==> config.mk <==
export PLATFORM = sky130hd
export DESIGN_NAME = uhi_core
export DESIGN_NICKNAME = d
export VERILOG_FILES = /design/src/hw/uhi_pkg.sv /design/src/hw/uhi_fifo_if.sv /design/src/hw/uhi_fifo.sv /design/src/hw/uhi_rx.sv /design/src/hw/uhi_core.sv
export SDC_FILE = /design/constraint.sdc
export NUM_CORES = 1
export LEC_CHECK = 0
export ABC_AREA = 1
export ABC_CLOCK_PERIOD_IN_PS = 6100
export BUFFER_PORTS_ARGS = -buffer_cell sky130_fd_sc_hd__clkbuf_2
export CORE_MARGIN = 2
export CORE_UTILIZATION = 50
export CTS_CLUSTER_DIAMETER = 200
export DETAILED_ROUTE_END_ITERATION = 7
export GPL_ROUTABILITY_DRIVEN = 1
export GPL_TIMING_DRIVEN = 0
export PLACE_DENSITY = 0.77
export SLEW_MARGIN = 20
export SYNTH_ARGS = -nofsm -noshare
export SYNTH_HDL_FRONTEND = slang
export SYNTH_SLANG_ARGS = --single-unit
==> constraint.sdc <==
create_clock -name I_CLK -period 6.1 [get_ports I_CLK]
set_input_delay 0.305 -clock I_CLK [delete_from_list [all_inputs] [get_ports I_CLK]]
set_output_delay 0.305 -clock I_CLK [all_outputs]
set_load 0.01 [all_outputs]
==> src/hw/uhi_pkg.sv <==
// shared constants of the serial channel: register map, field positions, resets
// assumes a single 25 MHz clock and the 3-bit host register address
package uhi_pkg;
  localparam int unsigned CLK_HZ     = 25_000_000;
  // register addresses
  localparam logic [2:0] ADDR_HOLD   = 3'h0;
  localparam logic [2:0] ADDR_IEN    = 3'h1;
  localparam logic [2:0] ADDR_SRC    = 3'h2;
  localparam logic [2:0] ADDR_LSR    = 3'h5;
  // interrupt enable fields
  localparam int unsigned IEN_RX     = 0;
  localparam int unsigned IEN_TX     = 1;
  localparam int unsigned IEN_LS     = 2;
  localparam int unsigned IEN_MS     = 3;
  localparam logic [3:0] IEN_RESET   = 4'h0;
  // fifo control fields
  localparam int unsigned FCR_EN     = 0;
  localparam int unsigned FCR_RXCLR  = 1;
  localparam int unsigned FCR_TXCLR  = 2;
  localparam int unsigned FCR_TRIG   = 6;
  localparam logic [1:0] TRIG_RESET  = 2'h0;
  // receive trigger levels for codes 00..11
  localparam logic [4:0] TRIG_L0     = 5'h01;
  localparam logic [4:0] TRIG_L1     = 5'h04;
  localparam logic [4:0] TRIG_L2     = 5'h08;
  localparam logic [4:0] TRIG_L3     = 5'h0e;
  // interrupt source codes, bits 3:0
  localparam logic [3:0] SRC_NONE    = 4'h1;
  localparam logic [3:0] SRC_LS      = 4'h6;
  localparam logic [3:0] SRC_RX      = 4'h4;
  localparam logic [3:0] SRC_TX      = 4'h2;
  localparam logic [3:0] SRC_MS      = 4'h0;
  // serial timing in 16x ticks, clocks per tick, fifo depth
  localparam int unsigned OVERSAMPLE = 16;
  localparam int unsigned START_HALF = 15;
  localparam int unsigned START_TICK = (START_HALF + 1) / 2;
  localparam int unsigned FIFO_DEPTH = 16;
  localparam int unsigned BAUD_DIV   = 13;
endpackage

==> src/hw/uhi_fifo_if.sv <==
// fifo port bundle between the channel core and its two fifos
// assumes the owner drives push/pop only as single-cycle strobes
`timescale 1ns/1ps
`default_nettype none
interface uhi_fifo_if #(parameter int W = 8, parameter int AW = 4);
  logic          push;
  logic          pop;
  logic          clr;
  logic [W-1:0]  wdata;
  logic [W-1:0]  rdata;
  logic [AW:0]   count;
  modport ctrl  (output push, pop, clr, wdata, input rdata, count);
  modport store (input push, pop, clr, wdata, output rdata, count);
endinterface
`default_nettype wire

==> src/hw/uhi_fifo.sv <==
// synchronous fifo with head word always visible on rdata
// assumes DEPTH is a power of two; push when full and pop when empty are ignored
`timescale 1ns/1ps
`default_nettype none
module uhi_fifo #(
  parameter int DEPTH = 16,
  parameter int W     = 8,
  parameter int AW    = 4
) (
  input  wire logic clk,
  input  wire logic rst,
  input  wire logic ce,
  uhi_fifo_if.store f
);
  localparam logic [AW:0] FULL_C = (AW+1)'(DEPTH);
  logic [W-1:0]  mem [DEPTH];
  logic [AW-1:0] wp_q;
  logic [AW-1:0] rp_q;
  logic [AW:0]   cnt_q;
  wire           do_push = f.push && (cnt_q != FULL_C);
  wire           do_pop  = f.pop && (cnt_q != '0);

  assign f.rdata = mem[rp_q];
  assign f.count = cnt_q;

  always_ff @(posedge clk)
  begin
    if (ce && do_push)
      mem[wp_q] <= f.wdata;
  end

  always_ff @(posedge clk)
  begin
    if (rst)
    begin
      wp_q  <= '0;
      rp_q  <= '0;
      cnt_q <= '0;
    end
    else if (ce)
    begin
      if (f.clr)
      begin
        wp_q  <= '0;
        rp_q  <= '0;
        cnt_q <= '0;
      end
      else
      begin
        wp_q  <= wp_q + AW'(do_push);
        rp_q  <= rp_q + AW'(do_pop);
        cnt_q <= cnt_q + (AW+1)'(do_push) - (AW+1)'(do_pop);
      end
    end
  end
endmodule // uhi_fifo
`default_nettype wire

==> src/hw/uhi_rx.sv <==
// receive shifter: start validation, 8 data bits, one stop bit, on 16x ticks
// assumes rxd is already synchronous to clk and idles high
`timescale 1ns/1ps
`default_nettype none
module uhi_rx
  import uhi_pkg::*;
(
  input  wire logic       clk,
  input  wire logic       rst,
  input  wire logic       ce,
  input  wire logic       tick,
  input  wire logic       rxd,
  output logic            valid,
  output logic [7:0]      data,
  output logic            frame_err,
  output logic            brk
);
  typedef enum logic [1:0] {HUNT, START, DATA, STOP} uhi_rx_st_t;
  localparam logic [3:0] SUB_LAST   = 4'(OVERSAMPLE - 1);
  localparam logic [3:0] START_LAST = 4'(START_TICK - 1);
  uhi_rx_st_t st_q;
  logic       prev_q;
  logic [3:0] sub_q;
  logic [2:0] bit_q;
  wire        fall    = prev_q && !rxd;
  wire        mid_bit = tick && (sub_q == SUB_LAST);
  wire        mid_st  = tick && (sub_q == START_LAST);

  always_ff @(posedge clk)
  begin
    if (rst)
    begin
      st_q <= HUNT; prev_q <= 1'b1; sub_q <= '0; bit_q <= '0;
      valid <= 1'b0; data <= '0; frame_err <= 1'b0; brk <= 1'b0;
    end
    else if (ce)
    begin
      prev_q <= rxd;
      valid  <= 1'b0;
      if (tick)
        sub_q <= (st_q == HUNT || mid_st && st_q == START || mid_bit) ? 4'h0 : sub_q + 4'h1;
      case (st_q)
        HUNT:
          if (fall)
          begin
            st_q  <= START;
            sub_q <= '0;
          end
        START:
          if (mid_st)
            st_q <= rxd ? HUNT : DATA;
        DATA:
          if (mid_bit)
          begin
            data  <= {rxd, data[7:1]};
            bit_q <= bit_q + 3'h1;
            if (bit_q == 3'h7)
              st_q <= STOP;
          end
        STOP:
          if (mid_bit)
          begin
            valid     <= 1'b1;
            frame_err <= !rxd;
            brk       <= !rxd && (data == 8'h00);
            st_q      <= HUNT;
          end
        default: st_q <= HUNT;
      endcase
    end
  end
endmodule // uhi_rx
`default_nettype wire

==> src/hw/uhi_core.sv <==
// one serial channel: holding registers, fifos, line status, interrupt enable
// assumes a host bus synchronous to I_CLK with active-low select and strobes
`timescale 1ns/1ps
`default_nettype none
module uhi_core
  import uhi_pkg::*;
#(
  parameter int DEPTH = FIFO_DEPTH,
  parameter int DIV   = BAUD_DIV
) (
  // clock, reset, enable
  input  wire logic       I_CLK,
  input  wire logic       I_RESET,
  input  wire logic       I_CE,
  // host register bus
  input  wire logic       I_CS_N,
  input  wire logic       I_RD_N,
  input  wire logic       I_WR_N,
  input  wire logic [2:0] I_ADDR,
  input  wire logic [7:0] I_DATA,
  output logic      [7:0] O_DATA,
  output logic            O_DATA_OE,
  // serial line and modem
  input  wire logic       I_RXD,
  output logic            O_TXD,
  input  wire logic       I_MODEM_EVT,
  output logic            O_INT
);
  localparam int          AW     = $clog2(DEPTH);
  localparam logic [AW:0] FULL_C = (AW+1)'(DEPTH);
  localparam int          DW     = $clog2(DIV + 1);

  ////////////////////////////////////////////////////////////////////////////
  // host access decode, one access per strobe
  logic        rd_prev_q;
  logic        wr_prev_q;
  wire         rd_now   = !I_CS_N && !I_RD_N;
  wire         wr_now   = !I_CS_N && !I_WR_N;
  wire         rd_start = rd_now && !rd_prev_q;
  wire         wr_start = wr_now && !wr_prev_q;
  wire         rd_hold  = rd_start && (I_ADDR == ADDR_HOLD);
  wire         rd_src   = rd_start && (I_ADDR == ADDR_SRC);
  wire         rd_lsr   = rd_start && (I_ADDR == ADDR_LSR);
  wire         wr_hold  = wr_start && (I_ADDR == ADDR_HOLD);
  wire         wr_ien   = wr_start && (I_ADDR == ADDR_IEN);
  wire         wr_fcr   = wr_start && (I_ADDR == ADDR_SRC) && I_DATA[FCR_EN];
  wire         wr_fdis  = wr_start && (I_ADDR == ADDR_SRC) && !I_DATA[FCR_EN];

  ////////////////////////////////////////////////////////////////////////////
  // control registers
  logic [3:0]  ien_q;
  logic        fifo_en_q;
  logic [1:0]  trig_q;
  logic [4:0]  trig_lvl;

  always_ff @(posedge I_CLK)
  begin
    if (I_RESET)
    begin
      ien_q     <= IEN_RESET;
      fifo_en_q <= 1'b0;
      trig_q    <= TRIG_RESET;
      rd_prev_q <= 1'b0;
      wr_prev_q <= 1'b0;
    end
    else if (I_CE)
    begin
      rd_prev_q <= rd_now;
      wr_prev_q <= wr_now;
      if (wr_ien)
        ien_q <= I_DATA[3:0];
      if (wr_fcr)
      begin
        fifo_en_q <= 1'b1;
        trig_q    <= I_DATA[FCR_TRIG+1:FCR_TRIG];
      end
      else if (wr_fdis)
        fifo_en_q <= 1'b0;
    end
  end

  // trigger code to fill level
  always_comb
  begin
    case (trig_q)
      2'h0:    trig_lvl = TRIG_L0;
      2'h1:    trig_lvl = TRIG_L1;
      2'h2:    trig_lvl = TRIG_L2;
      default: trig_lvl = TRIG_L3;
    endcase
  end

  ////////////////////////////////////////////////////////////////////////////
  // 16x tick
  logic [DW-1:0] div_q;
  wire           tick = (div_q == DW'(DIV - 1));

  always_ff @(posedge I_CLK)
  begin
    if (I_RESET)
      div_q <= '0;
    else if (I_CE)
      div_q <= tick ? '0 : div_q + DW'(1);
  end

  ////////////////////////////////////////////////////////////////////////////
  // fifos; with fifos off each holds a single byte
  uhi_fifo_if #(.W(8), .AW(AW))  txf ();
  uhi_fifo_if #(.W(10), .AW(AW)) rxf ();
  uhi_fifo #(.DEPTH(DEPTH), .W(8), .AW(AW)) u_txf (
    .clk (I_CLK),
    .rst (I_RESET),
    .ce  (I_CE),
    .f   (txf)
  );
  uhi_fifo #(.DEPTH(DEPTH), .W(10), .AW(AW)) u_rxf (
    .clk (I_CLK),
    .rst (I_RESET),
    .ce  (I_CE),
    .f   (rxf)
  );
  wire tx_full  = fifo_en_q ? (txf.count == FULL_C) : (txf.count != '0);
  wire tx_empty = (txf.count == '0);
  wire rx_full  = fifo_en_q ? (rxf.count == FULL_C) : (rxf.count != '0);
  wire rx_empty = (rxf.count == '0);

  ////////////////////////////////////////////////////////////////////////////
  // transmitter: 8N1 from the tx fifo
  logic       tx_busy_q;
  logic [9:0] tx_sh_q;
  logic [3:0] tx_sub_q;
  logic [3:0] tx_bit_q;
  wire        tx_load = !tx_busy_q && !tx_empty;

  assign txf.push  = wr_hold && !tx_full;
  assign txf.wdata = I_DATA;
  assign txf.pop   = tx_load;
  assign txf.clr   = wr_fcr && I_DATA[FCR_TXCLR];

  always_ff @(posedge I_CLK)
  begin
    if (I_RESET)
    begin
      tx_busy_q <= 1'b0; tx_sh_q <= '1; tx_sub_q <= '0; tx_bit_q <= '0;
      O_TXD     <= 1'b1;
    end
    else if (I_CE)
    begin
      O_TXD <= tx_busy_q ? tx_sh_q[0] : 1'b1;
      if (tx_load)
      begin
        tx_busy_q <= 1'b1;
        tx_sh_q   <= {1'b1, txf.rdata, 1'b0};
        tx_sub_q  <= '0;
        tx_bit_q  <= '0;
      end
      else if (tx_busy_q && tick)
      begin
        tx_sub_q <= tx_sub_q + 4'h1;
        if (tx_sub_q == 4'(OVERSAMPLE - 1))
        begin
          tx_sh_q  <= {1'b1, tx_sh_q[9:1]};
          tx_bit_q <= tx_bit_q + 4'h1;
          if (tx_bit_q == 4'h9)
            tx_busy_q <= 1'b0;
        end
      end
    end
  end

  ////////////////////////////////////////////////////////////////////////////
  // receiver and error tracking
  logic       rx_valid;
  logic [7:0] rx_data;
  logic       rx_fe;
  logic       rx_brk;
  logic       oe_q;
  logic       fe_q;
  logic       bi_q;
  logic [AW:0] err_cnt_q;

  uhi_rx u_rx (
    .clk       (I_CLK),
    .rst       (I_RESET),
    .ce        (I_CE),
    .tick      (tick),
    .rxd       (I_RXD),
    .valid     (rx_valid),
    .data      (rx_data),
    .frame_err (rx_fe),
    .brk       (rx_brk)
  );

  wire rx_push = rx_valid && !rx_full;
  wire rx_pop  = rd_hold && !rx_empty;
  wire in_err  = rx_fe || rx_brk;
  wire top_err = |rxf.rdata[9:8];

  assign rxf.push  = rx_push;
  assign rxf.wdata = {rx_brk, rx_fe, rx_data};
  assign rxf.pop   = rx_pop;
  assign rxf.clr   = wr_fcr && I_DATA[FCR_RXCLR];

  // sticky errors: a new event in the clearing read wins
  always_ff @(posedge I_CLK)
  begin
    if (I_RESET)
    begin
      oe_q <= 1'b0; fe_q <= 1'b0; bi_q <= 1'b0; err_cnt_q <= '0;
    end
    else if (I_CE)
    begin
      oe_q <= (rx_valid && rx_full) || (oe_q && !rd_lsr);
      fe_q <= (rx_push && rx_fe) || (fe_q && !rd_lsr);
      bi_q <= (rx_push && rx_brk) || (bi_q && !rd_lsr);
      if (rxf.clr)
        err_cnt_q <= '0;
      else
        err_cnt_q <= err_cnt_q + (AW+1)'(rx_push && in_err) - (AW+1)'(rx_pop && top_err);
    end
  end

  ////////////////////////////////////////////////////////////////////////////
  // line status, interrupt sources, read data
  logic        tx_empty_prev_q;
  logic        thre_pend_q;
  logic [3:0]  src_code;
  wire         temt    = tx_empty && !tx_busy_q;
  wire         thre    = !tx_full;
  // parity is not generated, so bit 2 stays clear
  wire  [7:0]  lsr_val = {err_cnt_q != '0, temt, thre, bi_q, fe_q, 1'b0, oe_q, !rx_empty};
  wire         rx_lvl  = fifo_en_q ? (rxf.count >= trig_lvl) : !rx_empty;
  wire         ls_irq  = ien_q[IEN_LS] && (oe_q || fe_q || bi_q);
  wire         rx_irq  = ien_q[IEN_RX] && rx_lvl;
  wire         tx_irq  = ien_q[IEN_TX] && thre_pend_q;
  wire         ms_irq  = ien_q[IEN_MS] && I_MODEM_EVT;
  wire         any_irq = ls_irq || rx_irq || tx_irq || ms_irq;
  wire  [7:0]  src_val = {fifo_en_q, fifo_en_q, 2'b00, src_code};
  wire         thre_set = tx_empty && !tx_empty_prev_q;
  wire         thre_clr = wr_hold || (rd_src && src_code == SRC_TX);
  logic [7:0]  rd_mux;

  always_comb
  begin
    if (ls_irq)
      src_code = SRC_LS;
    else if (rx_irq)
      src_code = SRC_RX;
    else if (tx_irq)
      src_code = SRC_TX;
    else if (ms_irq)
      src_code = SRC_MS;
    else
      src_code = SRC_NONE;
  end

  always_comb
  begin
    case (I_ADDR)
      ADDR_HOLD: rd_mux = rxf.rdata[7:0];
      ADDR_IEN:  rd_mux = {4'h0, ien_q};
      ADDR_SRC:  rd_mux = src_val;
      ADDR_LSR:  rd_mux = lsr_val;
      default:   rd_mux = 8'h00;
    endcase
  end

  // empty event sets the pending flag even if a clear lands together
  always_ff @(posedge I_CLK)
  begin
    if (I_RESET)
    begin
      tx_empty_prev_q <= 1'b1; thre_pend_q <= 1'b0;
      O_DATA <= 8'h00; O_DATA_OE <= 1'b0; O_INT <= 1'b0;
    end
    else if (I_CE)
    begin
      tx_empty_prev_q <= tx_empty;
      thre_pend_q     <= thre_set || (thre_pend_q && !thre_clr);
      O_INT           <= any_irq;
      O_DATA_OE       <= rd_now;
      if (rd_start)
        O_DATA <= rd_mux;
    end
  end
endmodule // uhi_core
`default_nettype wire

==> reports/qor.txt <==
Status - finished, violations left
Violated checks - design-rule violations
CP Capture Type - flip-flop
Mean Syn Cell Area - 10.2 µm²
Hold Violations, Final - 0
Number of fill cells - 2,758
DP Worst Slack - 2.45 ns
Final worst path period share - 61.5%
Vias in the first global route - 12,400
Die width - 187 µm
Clock net sink count - 394
Synth warnings - 0
CTS hold repair buffers - 0
Hold WS - 0.0407 ns
Relative slew slack - 28.5%
Cts bufs inserted - 40
Max IR drop VDD - 0.294 mV
Unrepaired setup endpoints after global routing - false
Fin cells - 2,189
Unique masters post-synth - 45
Via/cell ratio - 5.72
Logic pwr share - 15.7%
Commonest non-fill, non-tap cell in the layout - edfxtp_1
Worst-path fanout max - 10
WL final - 42,100 µm
Layout net count - 1,770
PortBufs - 29
Actual slew at the worst max-slew pin - 1.07 ns
Initial Util - 50.5%
Mapped Nets - 1,699
Diode count - 0
Die H - 187 µm
Post-DP HPWL - 28,100 µm
Critical Path End - err_cnt_q[4]$_SDFFE_PP0P_
CTS tree - done
Initial antenna violation count - 0
Core box area - 33,300 µm²
Register bit count reported by yosys - 394
Placed cell count - 2,116
Top-level port count - 30
Cell area after layout - 18,800 µm²
Gr usage total - 24.1%
Flop-to-flop setup slack - 2.35 ns
Leading cell types in the layout, fill and taps excluded - 288 x edfxtp_1, 263 x nand2_1, 260 x nor2_1
Max Cap Viol - 0
Pwr dens - 340 nW/µm²
Clock skew - 0.0315 ns
Worst flop-to-flop path endpoint - err_cnt_q[4]$_SDFFE_PP0P_
Global placer's final weighted congestion - 0.910
Clock-pin transition on the worst setup and hold timing paths - 0.06 ns
Final ANT Viol Nets - 0
Mapped cell area - 16,800 µm²
Rows - 67
Share of cells above drive strength 1 - 8.21%
Area Overhead vs Synth - 12.1%
Fin util - 56.6%
Wire length per cell - 19.2 µm
Sequential area share after synthesis - 64.1%
Final setup vio count - 0
Post-place instance area - 17,500 µm²
Switching part of the total - 28.0%
Worst reg-to-reg path cell count - 16
Critical Path AT - 4.24 ns
Drt first pass iters - 8
Postcts setup bufs - 0
Leak Pwr - 7.18 nW
CP startpoint kind - flip-flop
Clk pwr share - 38.1%
GRT overflow - 0
Setup ws final - 2.35 ns
Cell count after synthesis - 1,639
Clock latency on the worst-skew pair - 0.56 ns
H-tree Lvls - 2
CP Class - reg2reg
Fin crit period - 3.75 ns
First-pass GRT wire length - 66,300 µm
Die Area - 35,100 µm²
Largest net degree at the start of global routing - 20
CTS-repair resized insts - 0
Power Internal - 4.61 mW
Fin Setup TNS - 0 ns
Via count - 12,500
DR iter-0 viols - 1,649
WP data required - 6.58 ns
Root buffer cell - clkbuf_16
Bufs on Longest Clock Path - 3
Max Slew Vio Count - 0
Worst hold path class - in2reg
Switch Pwr - 1.79 mW
Power Total - 6.40 mW
Residual DRC - 5
Part of the power in registers - 46.2%
Max Fclk - 266 MHz
[sequential cells by signal, summed over array words and instances (netlist names), 4 cells and up, named ones only]
| register | count |
|---|---|
| u_rx.sub_q | 4 |
| tx_sh_q | 9 |
| u_rx.data | 8 |
| ien_q | 4 |
| u_txf.mem | 128 |
| u_txf.rp_q | 4 |
| div_q | 4 |
| u_rxf.f.count | 5 |
| u_txf.f.count | 5 |
| u_rxf.wp_q | 4 |
| O_DATA | 8 |
| tx_bit_q | 4 |
| u_txf.wp_q | 4 |
| u_rxf.mem | 160 |
| tx_sub_q | 4 |
| err_cnt_q | 5 |
| u_rxf.rp_q | 4 |
[cell families (layout without fill, tap and decap cells)]
group | Yosys count | in the layout | synth area share, %
compound gates | 288 | 288 | 9.63
xor+xnor | 17 | 17 | 0.887
fa+ha+maj | 41 | 41 | 3.19
buf+inv | 201 | 303 | 4.70
flops | 394 | 394 | 64.1
simple gates | 698 | 698 | 17.5
[area by class of cell]
| type | count | area (µm²) | area share (%) |
|---|---|---|---|
| clock inverters | 26 | 274 | 1.46 |
| clock buffers | 47 | 1030 | 5.46 |
| plain buffers | 72 | 300 | 1.59 |
| well taps | 448 | 561 | 2.98 |
| flip-flops and latches | 394 | 10800 | 57.2 |
| inverters | 129 | 489 | 2.60 |
| multi-input cells | 1044 | 5260 | 27.9 |
| repair buffers | 29 | 145 | 0.771 |
[critical path, stage by stage (launching register included)]
cell and delay [ns]:
dfxtp_1 0.32, buf_2 0.29, clkinv_1 0.41, clkbuf_1 0.38
o311ai_0 0.46, nand2_1 0.09, a21oi_1 0.23, ha_1 0.17
inv_1 0.04, ha_1 0.20, fa_1 0.41, a21oi_1 0.17
nor2_1 0.05, nor2_1 0.12, xor2_1 0.17, nand2_1 0.07
a21oi_1 0.11
[Yosys cell counts, drive strengths merged]
cell type	number	area share, %
a21boi	1	0.045
a21o	1	0.045
a21oi	80	2.5
a22oi	2	0.089
a31oi	2	0.075
and3b	1	0.060
buf	28	0.80
clkbuf	44	0.98
clkinv	1	0.022
dfxtp	106	13
edfxtp	288	52
fa	3	0.36
ha	38	2.8
inv	128	2.9
nand2	267	6.1
nand3	108	3.3
nand3b	3	0.13
nand4	15	0.56
nor2	276	6.2
nor3	20	0.76
nor4	2	0.075
o211ai	23	1.0
o21a	1	0.045
o21ai	149	4.4
o221ai	14	0.73
o22ai	6	0.22
o311ai	4	0.21
o31ai	5	0.22
or2	6	0.22
xnor2	5	0.26
xor2	12	0.63
[worst min-delay path by stage]
stage / startpoint / endpoint / slack (ns) / cells past startpoint
after detailed placement: thre_pend_q$_SDFFE_PP0P_ / thre_pend_q$_SDFFE_PP0P_ / 0.45 / 2
after global placement: tx_empty_prev_q$_SDFFE_PP1P_ / tx_empty_prev_q$_SDFFE_PP1P_ / 0.44 / 2
after floorplan: I_DATA[0] / u_txf.mem[0][0]$_DFFE_PP_ / 0.40 / 0
final: I_RXD / u_rx.prev_q$_SDFFE_PP1P_ / 0.04 / 3
after CTS: I_WR_N / wr_prev_q$_SDFFE_PP0P_ / 0.03 / 3
after global routing: I_RXD / u_rx.prev_q$_SDFFE_PP1P_ / 0.06 / 3
[power by group through the flow]
stage / Clock, mW / Combinational (mW) / Sequential, mW
4_1_cts: 2.45 / 0.988 / 2.96
6_report: 2.44 / 1.00 / 2.96
2_1_floorplan: 0 / 0.691 / 3.00
5_1_grt: 2.56 / 1.13 / 2.96
3_5_place_dp: 0 / 0.981 / 3.01
3_3_place_gp: 0 / 0.949 / 3.01
[layer usage]
metal,up-vias,wire length (µm),GRT usage (%)
met5,-,0,0
met3,131,3980,4.47
met2,666,20400,41.0
li1,5799,-,-
met1,5924,16000,30.2
met4,0,1760,10.4
Note: power is estimated with default switching activity, not from simulation.
